[config.mk]
export PLATFORM = sky130hd
export DESIGN_NAME = asp_serial_port
export DESIGN_NICKNAME = d
export VERILOG_FILES = /design/src/asp_pkg.sv /design/src/asp_fifo_if.sv /design/src/asp_fifo.sv /design/src/asp_serial_port.sv
export SDC_FILE = /design/constraint.sdc
export NUM_CORES = 1
export LEC_CHECK = 0
export BUFFER_PORTS_ARGS = -buffer_cell sky130_fd_sc_hd__buf_2
export CORE_MARGIN = 5
export CORE_UTILIZATION = 57
export CTS_CLUSTER_SIZE = 8
export DETAILED_ROUTE_END_ITERATION = 7
export GPL_TIMING_DRIVEN = 0
export PLACE_DENSITY = 0.86
export SLEW_MARGIN = 20
export SYNTH_ARGS = -nofsm -noshare
export SYNTH_HDL_FRONTEND = slang
export SYNTH_SLANG_ARGS = --single-unit
[constraint.sdc]
create_clock -name clk_sys -period 6.1 [get_ports clk_sys]
set_clock_uncertainty 0.15 [all_clocks]
set_input_delay 1.525 -clock clk_sys [delete_from_list [all_inputs] [get_ports clk_sys]]
set_output_delay 1.525 -clock clk_sys [all_outputs]
set_load 0.05 [all_outputs]
[src/asp_pkg.sv]
package asp_pkg;

  typedef enum logic [1:0] {
    ASP_MODE_SHIFT,
    ASP_MODE_UART8,
    ASP_MODE_UART9_FIXED,
    ASP_MODE_UART9_VAR
  } asp_mode_t;

  localparam int CLK_SYS_MHZ = 250;
  localparam int MODE0_CLK_DIV = 2;
  localparam int MODE2_CLK_DIV = 64;
  localparam int OVERSAMPLE = 16;
  localparam int MODE2_PRESCALE = MODE2_CLK_DIV / OVERSAMPLE;
  localparam logic [1:0] MODE2_PRESCALE_LAST = 2'(MODE2_PRESCALE - 1);
  localparam logic [3:0] TICK_MID = 4'h7;
  localparam logic [3:0] TICK_LAST = 4'(OVERSAMPLE - 1);
  localparam logic [3:0] SHIFT_LAST_BIT = 4'h7;
  localparam logic [3:0] BITS_UART8 = 4'h8;
  localparam logic [3:0] BITS_UART9 = 4'h9;
  localparam int BREAK_BITS = 11;
  localparam logic [7:0] BREAK_TICKS = 8'(BREAK_BITS * OVERSAMPLE);
  localparam logic [7:0] SYNCH_BYTE = 8'h55;
  localparam int BRG_INT_W = 11;
  localparam int BRG_FRAC_W = 5;
  localparam int FIFO_WIDTH = 9;
  localparam int FIFO_DEPTH = 8;
  localparam logic [7:0] RX_BUF_RESET = 8'h00;

endpackage

[src/asp_fifo_if.sv]
`timescale 1ns/1ps
interface asp_fifo_if #(parameter int WIDTH = 9);
  logic pushValid;
  logic pushReady;
  logic [WIDTH-1:0] pushData;
  logic popValid;
  logic popReady;
  logic [WIDTH-1:0] popData;

  modport store (
    input pushValid,
    output pushReady,
    input pushData,
    output popValid,
    input popReady,
    output popData
  );

  modport user (
    output pushValid,
    input pushReady,
    output pushData,
    input popValid,
    output popReady,
    input popData
  );
endinterface

[src/asp_fifo.sv]
`timescale 1ns/1ps
module asp_fifo #(
  parameter int WIDTH = 9,
  parameter int DEPTH = 8
) (
  input wire logic clk_sys,
  input wire logic rst,
  input wire logic clkEn,
  asp_fifo_if.store fifoPort
);
  // depth must be a power of two, pointers wrap naturally
  localparam int AW = $clog2(DEPTH);
  localparam logic [AW:0] FULL_COUNT = (AW + 1)'(DEPTH);

  logic [WIDTH-1:0] mem [DEPTH];
  logic [AW-1:0] wrPtr_ff;
  logic [AW-1:0] rdPtr_ff;
  logic [AW:0] count_ff;
  logic doPush;
  logic doPop;

  assign fifoPort.pushReady = (count_ff != FULL_COUNT);
  assign fifoPort.popValid = (count_ff != '0);
  assign fifoPort.popData = mem[rdPtr_ff];
  assign doPush = clkEn && fifoPort.pushValid && fifoPort.pushReady;
  assign doPop = clkEn && fifoPort.popValid && fifoPort.popReady;

  always_ff @(posedge clk_sys) begin
    if (doPush) begin
      mem[wrPtr_ff] <= fifoPort.pushData;
    end
  end

  always_ff @(posedge clk_sys) begin
    if (rst) begin
      wrPtr_ff <= '0;
      rdPtr_ff <= '0;
      count_ff <= '0;
    end else begin
      if (doPush) begin
        wrPtr_ff <= wrPtr_ff + 1'b1;
      end
      if (doPop) begin
        rdPtr_ff <= rdPtr_ff + 1'b1;
      end
      if (doPush && !doPop) begin
        count_ff <= count_ff + 1'b1;
      end else if (doPop && !doPush) begin
        count_ff <= count_ff - 1'b1;
      end
    end
  end
endmodule

[src/asp_serial_port.sv]
`timescale 1ns/1ps
module asp_serial_port (
  input wire logic clk_sys,
  input wire logic rst,
  input wire logic clkEn,
  input wire logic modeSelectHigh,
  input wire logic modeSelectLow,
  input wire logic rxEnable,
  input wire logic [asp_pkg::BRG_INT_W-1:0] brgReload,
  input wire logic [asp_pkg::BRG_FRAC_W-1:0] brgFraction,
  input wire logic bufWrite,
  input wire logic [7:0] bufWrData,
  input wire logic txNinthBit,
  output logic bufWrReady,
  input wire logic bufRead,
  output logic [7:0] bufRdData,
  output logic rxNinthBit,
  output logic rxFull,
  output logic txIrq,
  output logic rxIrq,
  output logic overrun,
  output logic framingError,
  output logic breakDetected,
  output logic synchDetected,
  input wire logic rxdIn,
  output logic rxdOut,
  output logic rxdOe,
  output logic txdOut
);

  typedef enum logic [2:0] {TX_IDLE, TX_START, TX_DATA, TX_STOP, TX_SHIFT} asp_tx_state_t;
  typedef enum logic [2:0] {RX_IDLE, RX_START, RX_DATA, RX_STOP, RX_SHIFT} asp_rx_state_t;

  function automatic logic [3:0] frameBits(input asp_pkg::asp_mode_t m);
    frameBits = (m == asp_pkg::ASP_MODE_UART8) ? asp_pkg::BITS_UART8 : asp_pkg::BITS_UART9;
  endfunction

  asp_pkg::asp_mode_t mode;
  logic rxdMeta_ff;
  logic rxdSync_ff;
  logic rxdPrev_ff;
  logic [asp_pkg::BRG_INT_W-1:0] brgCnt_ff;
  logic [asp_pkg::BRG_FRAC_W-1:0] fracAcc_ff;
  logic [asp_pkg::BRG_FRAC_W:0] fracSum;
  logic [1:0] pre_ff;
  logic brgTick;
  logic preTick;
  logic sampleTick;

  asp_tx_state_t txState_ff;
  logic [8:0] txShift_ff;
  logic [3:0] txTick_ff;
  logic [3:0] txBit_ff;
  logic txLine_ff;
  logic txPhase_ff;
  logic txIrq_ff;
  logic txPop;

  asp_rx_state_t rxState_ff;
  logic [8:0] rxShift_ff;
  logic [3:0] rxTick_ff;
  logic [3:0] rxBit_ff;
  logic rxPhase_ff;
  logic rxDone_ff;
  logic rxStopOk_ff;
  logic rxStart0;

  logic [7:0] rxBuf_ff;
  logic rxNinth_ff;
  logic rxFull_ff;
  logic rxIrq_ff;
  logic overrun_ff;
  logic framingError_ff;
  logic [7:0] lowCnt_ff;
  logic breakSeen_ff;
  logic breakDetected_ff;
  logic synchDetected_ff;

  asp_fifo_if #(.WIDTH(asp_pkg::FIFO_WIDTH)) txFifo ();

  asp_fifo #(
    .WIDTH(asp_pkg::FIFO_WIDTH),
    .DEPTH(asp_pkg::FIFO_DEPTH)
  ) u_tx_fifo (
    .clk_sys(clk_sys),
    .rst(rst),
    .clkEn(clkEn),
    .fifoPort(txFifo.store)
  );

  assign mode = asp_pkg::asp_mode_t'({modeSelectHigh, modeSelectLow});

  // buffer writes queue into the transmit fifo
  assign txFifo.pushValid = bufWrite;
  assign txFifo.pushData = {txNinthBit, bufWrData};
  assign bufWrReady = txFifo.pushReady;

  // mode 0 is half duplex on one data pin; transmit wins a tie
  assign rxStart0 = (mode == asp_pkg::ASP_MODE_SHIFT) && (rxState_ff == RX_IDLE) && rxEnable && !rxFull_ff
                    && (txState_ff == TX_IDLE) && !txFifo.popValid;
  assign txPop = txFifo.popValid && (txState_ff == TX_IDLE)
                 && !((mode == asp_pkg::ASP_MODE_SHIFT) && (rxState_ff == RX_SHIFT));
  assign txFifo.popReady = txPop;

  // the pin is asynchronous to the clock
  always_ff @(posedge clk_sys) begin
    if (rst) begin
      rxdMeta_ff <= 1'b1;
      rxdSync_ff <= 1'b1;
      // idle high after reset, so release is never a false start
      rxdPrev_ff <= 1'b1;
    end else if (clkEn) begin
      rxdMeta_ff <= rxdIn;
      rxdSync_ff <= rxdMeta_ff;
      rxdPrev_ff <= rxdSync_ff;
    end
  end

  // baud generator: integer reload plus fractional carry stretches a period by one
  assign fracSum = {1'b0, fracAcc_ff} + {1'b0, brgFraction};
  assign brgTick = (brgCnt_ff == '0);

  always_ff @(posedge clk_sys) begin
    if (rst) begin
      brgCnt_ff <= '0;
      fracAcc_ff <= '0;
    end else if (clkEn) begin
      if (brgTick) begin
        brgCnt_ff <= brgReload + asp_pkg::BRG_INT_W'(fracSum[asp_pkg::BRG_FRAC_W]);
        fracAcc_ff <= fracSum[asp_pkg::BRG_FRAC_W-1:0];
      end else begin
        brgCnt_ff <= brgCnt_ff - 1'b1;
      end
    end
  end

  always_ff @(posedge clk_sys) begin
    if (rst) begin
      pre_ff <= '0;
    end else if (clkEn) begin
      pre_ff <= pre_ff + 1'b1;
    end
  end

  assign preTick = (pre_ff == asp_pkg::MODE2_PRESCALE_LAST);
  // sixteen ticks per bit: fixed prescale gives clock/64, otherwise underflows
  assign sampleTick = (mode == asp_pkg::ASP_MODE_UART9_FIXED) ? preTick : brgTick;

  // transmitter
  always_ff @(posedge clk_sys) begin
    if (rst) begin
      txState_ff <= TX_IDLE;
      txShift_ff <= '0;
      txTick_ff <= '0;
      txBit_ff <= '0;
      txLine_ff <= 1'b1;
      txPhase_ff <= 1'b0;
      txIrq_ff <= 1'b0;
    end else if (clkEn) begin
      txIrq_ff <= 1'b0;
      unique case (txState_ff)
        TX_IDLE: begin
          txLine_ff <= 1'b1;
          if (txPop) begin
            txShift_ff <= txFifo.popData;
            txTick_ff <= '0;
            txBit_ff <= '0;
            txPhase_ff <= 1'b0;
            if (mode == asp_pkg::ASP_MODE_SHIFT) begin
              txState_ff <= TX_SHIFT;
            end else begin
              txState_ff <= TX_START;
              txLine_ff <= 1'b0;
            end
          end
        end
        TX_START: begin
          if (sampleTick) begin
            txTick_ff <= txTick_ff + 1'b1;
            if (txTick_ff == asp_pkg::TICK_LAST) begin
              txState_ff <= TX_DATA;
              txLine_ff <= txShift_ff[0];
            end
          end
        end
        TX_DATA: begin
          if (sampleTick) begin
            txTick_ff <= txTick_ff + 1'b1;
            if (txTick_ff == asp_pkg::TICK_LAST) begin
              if (txBit_ff == frameBits(mode) - 4'h1) begin
                txState_ff <= TX_STOP;
                txLine_ff <= 1'b1;
              end else begin
                txBit_ff <= txBit_ff + 1'b1;
                txShift_ff <= {1'b0, txShift_ff[8:1]};
                txLine_ff <= txShift_ff[1];
              end
            end
          end
        end
        TX_STOP: begin
          if (sampleTick) begin
            txTick_ff <= txTick_ff + 1'b1;
            if (txTick_ff == asp_pkg::TICK_LAST) begin
              txState_ff <= TX_IDLE;
              txIrq_ff <= 1'b1;
            end
          end
        end
        TX_SHIFT: begin
          // one bit per two clocks, shift clock low then high
          txPhase_ff <= !txPhase_ff;
          if (txPhase_ff) begin
            if (txBit_ff == asp_pkg::SHIFT_LAST_BIT) begin
              txState_ff <= TX_IDLE;
              txIrq_ff <= 1'b1;
            end else begin
              txBit_ff <= txBit_ff + 1'b1;
              txShift_ff <= {1'b0, txShift_ff[8:1]};
            end
          end
        end
      endcase
    end
  end

  // receiver
  always_ff @(posedge clk_sys) begin
    if (rst) begin
      rxState_ff <= RX_IDLE;
      rxShift_ff <= '0;
      rxTick_ff <= '0;
      rxBit_ff <= '0;
      rxPhase_ff <= 1'b0;
      rxDone_ff <= 1'b0;
      rxStopOk_ff <= 1'b0;
    end else if (clkEn) begin
      rxDone_ff <= 1'b0;
      unique case (rxState_ff)
        RX_IDLE: begin
          rxTick_ff <= '0;
          rxBit_ff <= '0;
          rxPhase_ff <= 1'b0;
          // a UART frame may start even while the buffer is full; mode 0 waits until it is read
          if (mode != asp_pkg::ASP_MODE_SHIFT) begin
            // falling edge only: a low stop or a break must not restart a frame
            if (rxEnable && rxdPrev_ff && !rxdSync_ff) begin
              rxState_ff <= RX_START;
            end
          end else if (rxStart0) begin
            rxState_ff <= RX_SHIFT;
          end
        end
        RX_START: begin
          if (sampleTick) begin
            rxTick_ff <= rxTick_ff + 1'b1;
            if (rxTick_ff == asp_pkg::TICK_MID) begin
              // glitch shorter than half a bit is not a start
              if (rxdSync_ff) begin
                rxState_ff <= RX_IDLE;
              end else begin
                rxState_ff <= RX_DATA;
                rxTick_ff <= '0;
              end
            end
          end
        end
        RX_DATA: begin
          if (sampleTick) begin
            rxTick_ff <= rxTick_ff + 1'b1;
            if (rxTick_ff == asp_pkg::TICK_LAST) begin
              rxShift_ff[rxBit_ff] <= rxdSync_ff;
              if (rxBit_ff == frameBits(mode) - 4'h1) begin
                rxState_ff <= RX_STOP;
              end else begin
                rxBit_ff <= rxBit_ff + 1'b1;
              end
            end
          end
        end
        RX_STOP: begin
          if (sampleTick) begin
            rxTick_ff <= rxTick_ff + 1'b1;
            if (rxTick_ff == asp_pkg::TICK_LAST) begin
              // in 8-bit mode the stop bit takes the ninth slot
              if (mode == asp_pkg::ASP_MODE_UART8) begin
                rxShift_ff[8] <= rxdSync_ff;
              end
              rxStopOk_ff <= rxdSync_ff;
              rxDone_ff <= 1'b1;
              rxState_ff <= RX_IDLE;
            end
          end
        end
        RX_SHIFT: begin
          rxPhase_ff <= !rxPhase_ff;
          if (rxPhase_ff) begin
            rxShift_ff[rxBit_ff] <= rxdSync_ff;
            if (rxBit_ff == asp_pkg::SHIFT_LAST_BIT) begin
              rxShift_ff[8] <= 1'b0;
              rxStopOk_ff <= 1'b1;
              rxDone_ff <= 1'b1;
              rxState_ff <= RX_IDLE;
            end else begin
              rxBit_ff <= rxBit_ff + 1'b1;
            end
          end
        end
      endcase
    end
  end

  // receive buffer: a read in the same cycle as a completion frees the slot first
  always_ff @(posedge clk_sys) begin
    if (rst) begin
      rxBuf_ff <= asp_pkg::RX_BUF_RESET;
      rxNinth_ff <= 1'b0;
      rxFull_ff <= 1'b0;
      rxIrq_ff <= 1'b0;
      overrun_ff <= 1'b0;
      framingError_ff <= 1'b0;
    end else if (clkEn) begin
      rxIrq_ff <= 1'b0;
      overrun_ff <= 1'b0;
      framingError_ff <= 1'b0;
      if (rxDone_ff && !rxStopOk_ff) begin
        framingError_ff <= 1'b1;
        if (bufRead) begin
          rxFull_ff <= 1'b0;
        end
      end else if (rxDone_ff && rxFull_ff && !bufRead) begin
        overrun_ff <= 1'b1;
      end else if (rxDone_ff) begin
        rxBuf_ff <= rxShift_ff[7:0];
        rxNinth_ff <= rxShift_ff[8];
        rxFull_ff <= 1'b1;
        rxIrq_ff <= 1'b1;
      end else if (bufRead) begin
        rxFull_ff <= 1'b0;
      end
    end
  end

  // break: line low for longer than any legal frame
  always_ff @(posedge clk_sys) begin
    if (rst) begin
      lowCnt_ff <= '0;
      breakDetected_ff <= 1'b0;
    end else if (clkEn) begin
      breakDetected_ff <= 1'b0;
      if (mode == asp_pkg::ASP_MODE_SHIFT || rxdSync_ff) begin
        lowCnt_ff <= '0;
      end else if (sampleTick && lowCnt_ff != asp_pkg::BREAK_TICKS) begin
        lowCnt_ff <= lowCnt_ff + 1'b1;
        if (lowCnt_ff == asp_pkg::BREAK_TICKS - 8'h01) begin
          breakDetected_ff <= 1'b1;
        end
      end
    end
  end

  // synch: the first frame after a break is compared with 0x55 if its stop bit is good
  always_ff @(posedge clk_sys) begin
    if (rst) begin
      breakSeen_ff <= 1'b0;
      synchDetected_ff <= 1'b0;
    end else if (clkEn) begin
      synchDetected_ff <= 1'b0;
      if (breakDetected_ff) begin
        breakSeen_ff <= 1'b1;
      end else if (rxDone_ff) begin
        breakSeen_ff <= 1'b0;
        if (breakSeen_ff && rxStopOk_ff && rxShift_ff[7:0] == asp_pkg::SYNCH_BYTE) begin
          synchDetected_ff <= 1'b1;
        end
      end
    end
  end

  assign bufRdData = rxBuf_ff;
  assign rxNinthBit = rxNinth_ff;
  assign rxFull = rxFull_ff;
  assign txIrq = txIrq_ff;
  assign rxIrq = rxIrq_ff;
  assign overrun = overrun_ff;
  assign framingError = framingError_ff;
  assign breakDetected = breakDetected_ff;
  assign synchDetected = synchDetected_ff;
  assign rxdOut = txShift_ff[0];
  assign rxdOe = (txState_ff == TX_SHIFT);
  // shift clock idles high between mode 0 transfers
  assign txdOut = (txState_ff == TX_SHIFT) ? txPhase_ff :
                  (rxState_ff == RX_SHIFT) ? rxPhase_ff : txLine_ff;

endmodule

# Yosys cells after proc, flatten, opt, wreduce, memory -nomap -nowiden

Memory sizes are Yosys's and may differ from the RTL's. A register that Yosys moved wholly into a read port is not among the register bits.
Cells that the tools add are included.

Register bits: 101
Memory bits (writable): 72
Input bits: 34
Output and inout port bits: 20
Logic and storage cells: 298
Memories: 1

Memory list:

| name          | words | bits a word | rd ports | clocked after memory_dff | wr ports | RTL line       | text |
|---|---|---|---|---|---|---|---|
| u_tx_fifo.mem | 8     | 9           | 1        | 1                        | 1        | asp_fifo.sv:15 | `logic [WIDTH-1:0] mem [DEPTH];` |

$add $sub $neg: 14
Order comparisons: 2
Equal/unequal tests: 51
Mux-type cells: 122
Bitwise gates (word level): 2
Reductions and logical operators: 72

Operator list:

| cell                | count |
|---|---|
| $mux 9              | 9 |
| $mux 3              | 25 |
| $mux 4              | 18 |
| $mux 1              | 49 |
| $ne 2x2->1 const B  | 21 |
| $pmux 4 s3          | 3 |
| $pmux 3 s5          | 2 |
| $pmux 9 s3          | 1 |
| $logic_and 1x1->1   | 23 |
| $add 4x1->4 const B | 5 |
| $reduce_bool 2->1   | 9 |
| $mux 8              | 2 |
| $pmux 8 s2          | 1 |
| $reduce_and 8->1    | 2 |
| $reduce_bool 3->1   | 5 |
| $eq 3x2->1 const B  | 4 |
| $eq 4x3->1 const B  | 3 |
| $ne 2x1->1 const B  | 6 |
| $reduce_and 12->1   | 1 |
| $reduce_and 4->1    | 3 |
| $reduce_and 6->1    | 2 |
| $add 11x1->11       | 1 |
| $logic_not 11->1    | 1 |
| $mux 11             | 1 |
| 38 further kinds    | 66 |

# Logic depth before layout (Yosys ltp)

Depth in word-level cells: 9
Gate-level depth with buffers: 14
Depth with buffers taken out: 14

# By module

A second synthesis with hierarchy kept.

Cells, all modules: 828
Area, all modules: 8,793.4 sq um

Modules (own cells, without submodules):

| module          | instances | cells an instance | area each (sq um) | sequential area each (sq um) |
|---|---|---|---|---|
| asp_serial_port | 1         | 653               | 5,357.6           | 1,821.7 |
| asp_fifo        | 1         | 175               | 3,435.8           | 2,422.3 |

# Worst setup path before layout

OpenSTA, ideal clock, no wires.

Path kind: reg-to-output
Start point: reg txState_ff[1]
End point: out txdOut
Arrival: 2.483 ns
Data required time: 4.425 ns
Setup slack: 1.942 ns
Cell stages (with the launch flop): 6
Buffers on the path: 2
Cell sequence: dfxtp_1 > buf_1 > nor2_1 > and2_1 > clkbuf_1 > o21ai_0

Cells in the longest elaborated chain, start to end: 2

Ends and longest elaborated chain:

| what                     | RTL line               | text |
|---|---|---|
| start: declaration       | asp_serial_port.sv:50  | `asp_tx_state_t txState_ff;` |
| start signal: assignment | asp_serial_port.sv:152 | `txState_ff <= TX_IDLE;` |
| start signal: assignment | asp_serial_port.sv:170 | `txState_ff <= TX_SHIFT;` |
| start signal: assignment | asp_serial_port.sv:172 | `txState_ff <= TX_START;` |
| $eq 3x3->1               | --                     |  |
| via rxdOe                | asp_serial_port.sv:27  | `output logic rxdOe,` |
| $mux 1                   | asp_serial_port.sv:392 | `assign txdOut = (txState_ff == TX_SHIFT) ? txPhase_ff :` |
| end: declaration         | asp_serial_port.sv:28  | `output logic txdOut` |

The timed path passes the listed nets, and every way through them passes these cells.

# Final worst setup path

Start point: in modeSelectHigh
End point: reg u_tx_fifo.count_ff[3]

Cells in the longest elaborated chain, start to end: 8
Elaborated cells between the ends (all ways): 10
Classes of those cells: mux (1); reduce/logical (9)

Ends and longest elaborated chain:

| what                                               | RTL line               | text |
|---|---|---|
| start: declaration                                 | asp_serial_port.sv:6   | `input wire logic modeSelectHigh,` |
| $logic_not 2->1 (*)                                | asp_serial_port.sv:102 | `&& !((mode == asp_pkg::ASP_MODE_SHIFT) && (rxState_ff == RX_SHIFT));` |
| $logic_and 1x1->1 (*)                              | asp_serial_port.sv:102 |  |
| $logic_not 1->1 (*)                                | asp_serial_port.sv:102 |  |
| $logic_and 1x1->1 (*)                              | asp_serial_port.sv:102 |  |
| $logic_and 1x1->1 (*)                              | asp_fifo.sv:26         | `assign doPop = clkEn && fifoPort.popValid && fifoPort.popReady;` |
| $logic_not 1->1                                    | asp_fifo.sv:46         | `if (doPush && !doPop) begin` |
| $logic_and 1x1->1                                  | asp_fifo.sv:46         |  |
| $mux 4 / $reduce_bool 2->1 (equally long branches) | --                     |  |
| end signal: assignment                             | asp_fifo.sv:47         | `count_ff <= count_ff + 1'b1;` |
| end signal: assignment                             | asp_fifo.sv:49         | `count_ff <= count_ff - 1'b1;` |
| end: declaration                                   | asp_fifo.sv:18         | `logic [AW:0] count_ff;` |

Every way passes the cells marked *; elsewhere a longest branch is shown, timed or not.
A chain may end at the register's enable or synchronous reset.

==> run summary <==
================================================================================
Run status                                                             completed
Core region area                                                     0.0144 mm^2
Global-route total usage across every layer                                23.1%
Worst path arrival time                                                  4.27 ns
Total area of multi-input combinational cells                       0.00385 mm^2
Instance count of the mapped netlist                                         793
Remaining max-slew budget at the tightest pin                              32.0%
Crit start category                                                   input port
Total die area                                                       0.0171 mm^2
Fin crit period                                                          4.05 ns
CTS-repair resized insts                                                       0
Net count, final                                                             923
Number of enable-type register cells in the synthesized netlist               72
Ports                                                                         54
Vias per cell                                                               5.97
Clock Tree Buf Depth                                                           2
Final cell count without fillers                                            1061
Type of destination of the critical path                                register
Commonest register cell after synthesis                                  dfxtp_1
Port-buffer cells                                                             52
Total number of clock tree sinks                                             176
Initial standard-cell utilization of the core                              57.5%
Number of antenna violations at the first check in global routing              0
Pin count of the biggest net entering global routing                          21
Setup WS post-layout                                                     2.05 ns
Total negative slack                                                        0 ns
CTS clock-pin slew for the worst setup and hold paths                    0.07 ns
CTS root buf                                                           clkbuf_16
Placed Cells                                                                1029
Req. time, crit path                                                     6.32 ns
Layout area overhead                                                       13.6%
Transition time at the pin with the least slew margin                    1.02 ns
ANT nets after route                                                           0
CTS H-tree lvls                                                                4
Final weighted congestion in routability-driven placement                  0.932
Yosys warns                                                                    0
Wire length of the first global-routing pass                            30500 um
Number of vias in the routed layout                                         6331
Critical Path Start                                                 modeSelectHigh
Tcrit/Tclk final                                                           66.4%
Synthesized area                                                    0.00830 mm^2
Static Leak                                                              3.43 nW
Share of layout cells above drive strength 1                               13.6%
Post-DP HPWL                                                            12600 um
VDD IR-drop max                                                         0.228 mV
Power density over cell area                                         373 mW/mm^2
Number of pins with negative max-slew slack in the final report                0
Utilization of the core after routing                                      65.4%
Number of fill cells                                                        1091
Total nets after synthesis                                                   852
Ant. Diodes                                                                    0
Start of the worst register-to-register path                        rxState_ff[1]$_SDFFE_PP0P_
Classification of the worst-slack hold path                              reg2reg
Average detailed-routed wire length per instance                         17.8 um
Routed Wire Length                                                      18900 um
CTS tree                                                                     yes
Post-Synthesis Mean Instance Area                                      10.5 um^2
Crit path kind                                                            in2reg
DRC Markers                                                                    0
Cts bufs inserted                                                             17
Post-cts hold buffer count                                                     0
Skew-Pair Late Insertion Delay                                           0.44 ns
Worst Hold Launch                                                   fracAcc_ff[3]$_SDFFE_PP0P_
Maximum net fanout on the critical path                                        6
Count of state elements after synthesis                                      176
Vias in the first global route                                              6149
Sequential area share after synthesis                                      51.1%
Share of flip-flops with an asynchronous set or reset                         0%
Die extent in x                                                           131 um
# rows                                                                        44
Fmax                                                                   0.247 GHz
Final global-route overflow total                                              0
Setup repair after global routing missed its margin                           no
Final count of hold timing violations                                          0
Setup slack after placement                                              1.68 ns
Max-Cap Viols                                                                  0
Number of distinct library cells after synthesis                              66
DRC marker count from the first detailed-route iteration                     498
Floorplan die height                                                      131 um
Area of all sequential standard cells                               0.00424 mm^2
Final-report setup violation count                                             0
Initial DRT Pass Iterations                                                    5
Post-CTS repair timing setup buffer count                                      0
================================================================================
-- layer usage --
layer,global-route usage (%),share of wire [%],vias up
met4,9.20,2.3,0
met3,5.37,6.1,34
li1,-,-,3028
met5,0,0,-
met1,27.2,41,3060
met2,40.9,51,209
-- worst paths after layout --
check	slack (ns)	cells after the start	endpoint
setup / recovery	2.05	14	u_tx_fifo.count_ff[3]$_SDFFE_PP0P_
hold / removal	0.31	2	fracAcc_ff[3]$_SDFFE_PP0P_
setup reg to reg	2.34	14	u_tx_fifo.count_ff[3]$_SDFFE_PP0P_
hold reg to reg	0.31	2	fracAcc_ff[3]$_SDFFE_PP0P_
-- cell usage in the layout (no fill, tap or decap), types with 4 or more instances in the layout --
| cell type | synthesis | layout |
|---|---|---|
| a211oi_1 | 5 | 5 |
| a21o_1 | 4 | 4 |
| a21oi_1 | 57 | 57 |
| and2_1 | 4 | 4 |
| and3_1 | 9 | 9 |
| buf_1 | 5 | 5 |
| buf_2 | 1 | 53 |
| clkbuf_1 | 30 | 30 |
| clkbuf_16 | 0 | 17 |
| clkinv_8 | 0 | 5 |
| dfxtp_1 | 104 | 104 |
| edfxtp_1 | 72 | 72 |
| ha_1 | 23 | 23 |
| inv_1 | 21 | 21 |
| inv_8 | 0 | 5 |
| mux2i_1 | 46 | 46 |
| mux4_2 | 18 | 18 |
| nand2_1 | 67 | 67 |
| nand2b_1 | 12 | 12 |
| nand3_1 | 28 | 28 |
| nand4_1 | 6 | 6 |
| nand4b_1 | 6 | 6 |
| nor2_1 | 101 | 101 |
| nor2b_1 | 11 | 11 |
| nor3_1 | 13 | 11 |
| nor4_1 | 4 | 4 |
| o211ai_1 | 8 | 8 |
| o21ai_0 | 33 | 33 |
| o41ai_1 | 4 | 4 |
| or3_1 | 13 | 13 |
| xnor2_1 | 13 | 13 |
| xor2_1 | 13 | 13 |
-- kinds of logic after synthesis --
logic type	after synthesis	share of synthesized area, %
fa+ha+maj	25	3.95
xor+xnor	26	2.74
simple gates	299	17.7
compound gates	145	11.4
flops	176	51.1
buf+inv	58	2.64
mux	64	10.4
-- Yosys cell counts, types with 5 or more instances --
master | count | area, um^2
dfxtp_1 | 104 | 2080
nor2_1 | 101 | 379
edfxtp_1 | 72 | 2160
nand2_1 | 67 | 251
a21oi_1 | 57 | 285
mux2i_1 | 46 | 460
o21ai_0 | 33 | 165
clkbuf_1 | 30 | 113
nand3_1 | 28 | 140
ha_1 | 23 | 288
inv_1 | 21 | 78.8
mux4_2 | 18 | 405
nor3_1 | 13 | 65.1
or3_1 | 13 | 81.3
xnor2_1 | 13 | 114
xor2_1 | 13 | 114
nand2b_1 | 12 | 75.1
nor2b_1 | 11 | 68.8
and3_1 | 9 | 56.3
o211ai_1 | 8 | 60.1
nand4_1 | 6 | 37.5
nand4b_1 | 6 | 52.6
a211oi_1 | 5 | 37.5
buf_1 | 5 | 18.8
-- sequential cells by signal, summed over array words and instances (netlist names), 2 cells and up, named ones only --
name                count
rxShift_ff              9
txState_ff              3
brgCnt_ff              11
u_tx_fifo.rdPtr_ff      3
rxTick_ff               4
u_tx_fifo.count_ff      4
u_tx_fifo.mem          72
lowCnt_ff               8
bufRdData               8
u_tx_fifo.wrPtr_ff      3
pre_ff                  2
rxBit_ff                4
rxState_ff              3
txBit_ff                4
fracAcc_ff              5
txShift_ff              9
txTick_ff               4
-- worst max-delay path, cell delays in order --
cell and delay (ns):
buf_2 0.13, nor2_1 0.39, a21oi_1 0.16, and3_1 0.22
clkbuf_1 0.19, inv_1 0.18, ha_1 0.21, inv_1 0.09
ha_1 0.28, a21o_1 0.17, a21oi_1 0.17, xnor2_1 0.09
or3_1 0.30, a21oi_1 0.15
-- power by group --
group / total, mW / leakage (nW) / internal (mW) / switching (mW)
clock: 1.13 / 0.306 / 0.596 / 0.529
sequential: 1.42 / 1.49 / 1.33 / 0.0893
combinational: 0.972 / 1.63 / 0.394 / 0.578
total: 3.52 / 3.43 / 2.32 / 1.20
-- area by class of cell --
type	count	share of cell area, %
flip-flops and latches	176	45.0
multi-input cells	559	40.8
clock buffers	17	4.51
repair buffers	52	2.76
well taps	184	2.44
clock inverters	15	2.15
plain buffers	36	1.45
inverters	22	0.876
-- per-stage QoR --
step | instance area, um^2 | total power [mW] | hold slack, ns
6_report | 9430 | 3.52 | 0.310
5_1_grt | 9430 | 3.69 | 0.330
4_1_cts | 9430 | 3.52 | 0.314
3_5_place_dp | 8800 | 2.39 | 0.304
3_3_place_gp | 8790 | 2.35 | 0.294
2_1_floorplan | 8300 | 2.17 | 0.286
Power figures use the tool's default switching activity.
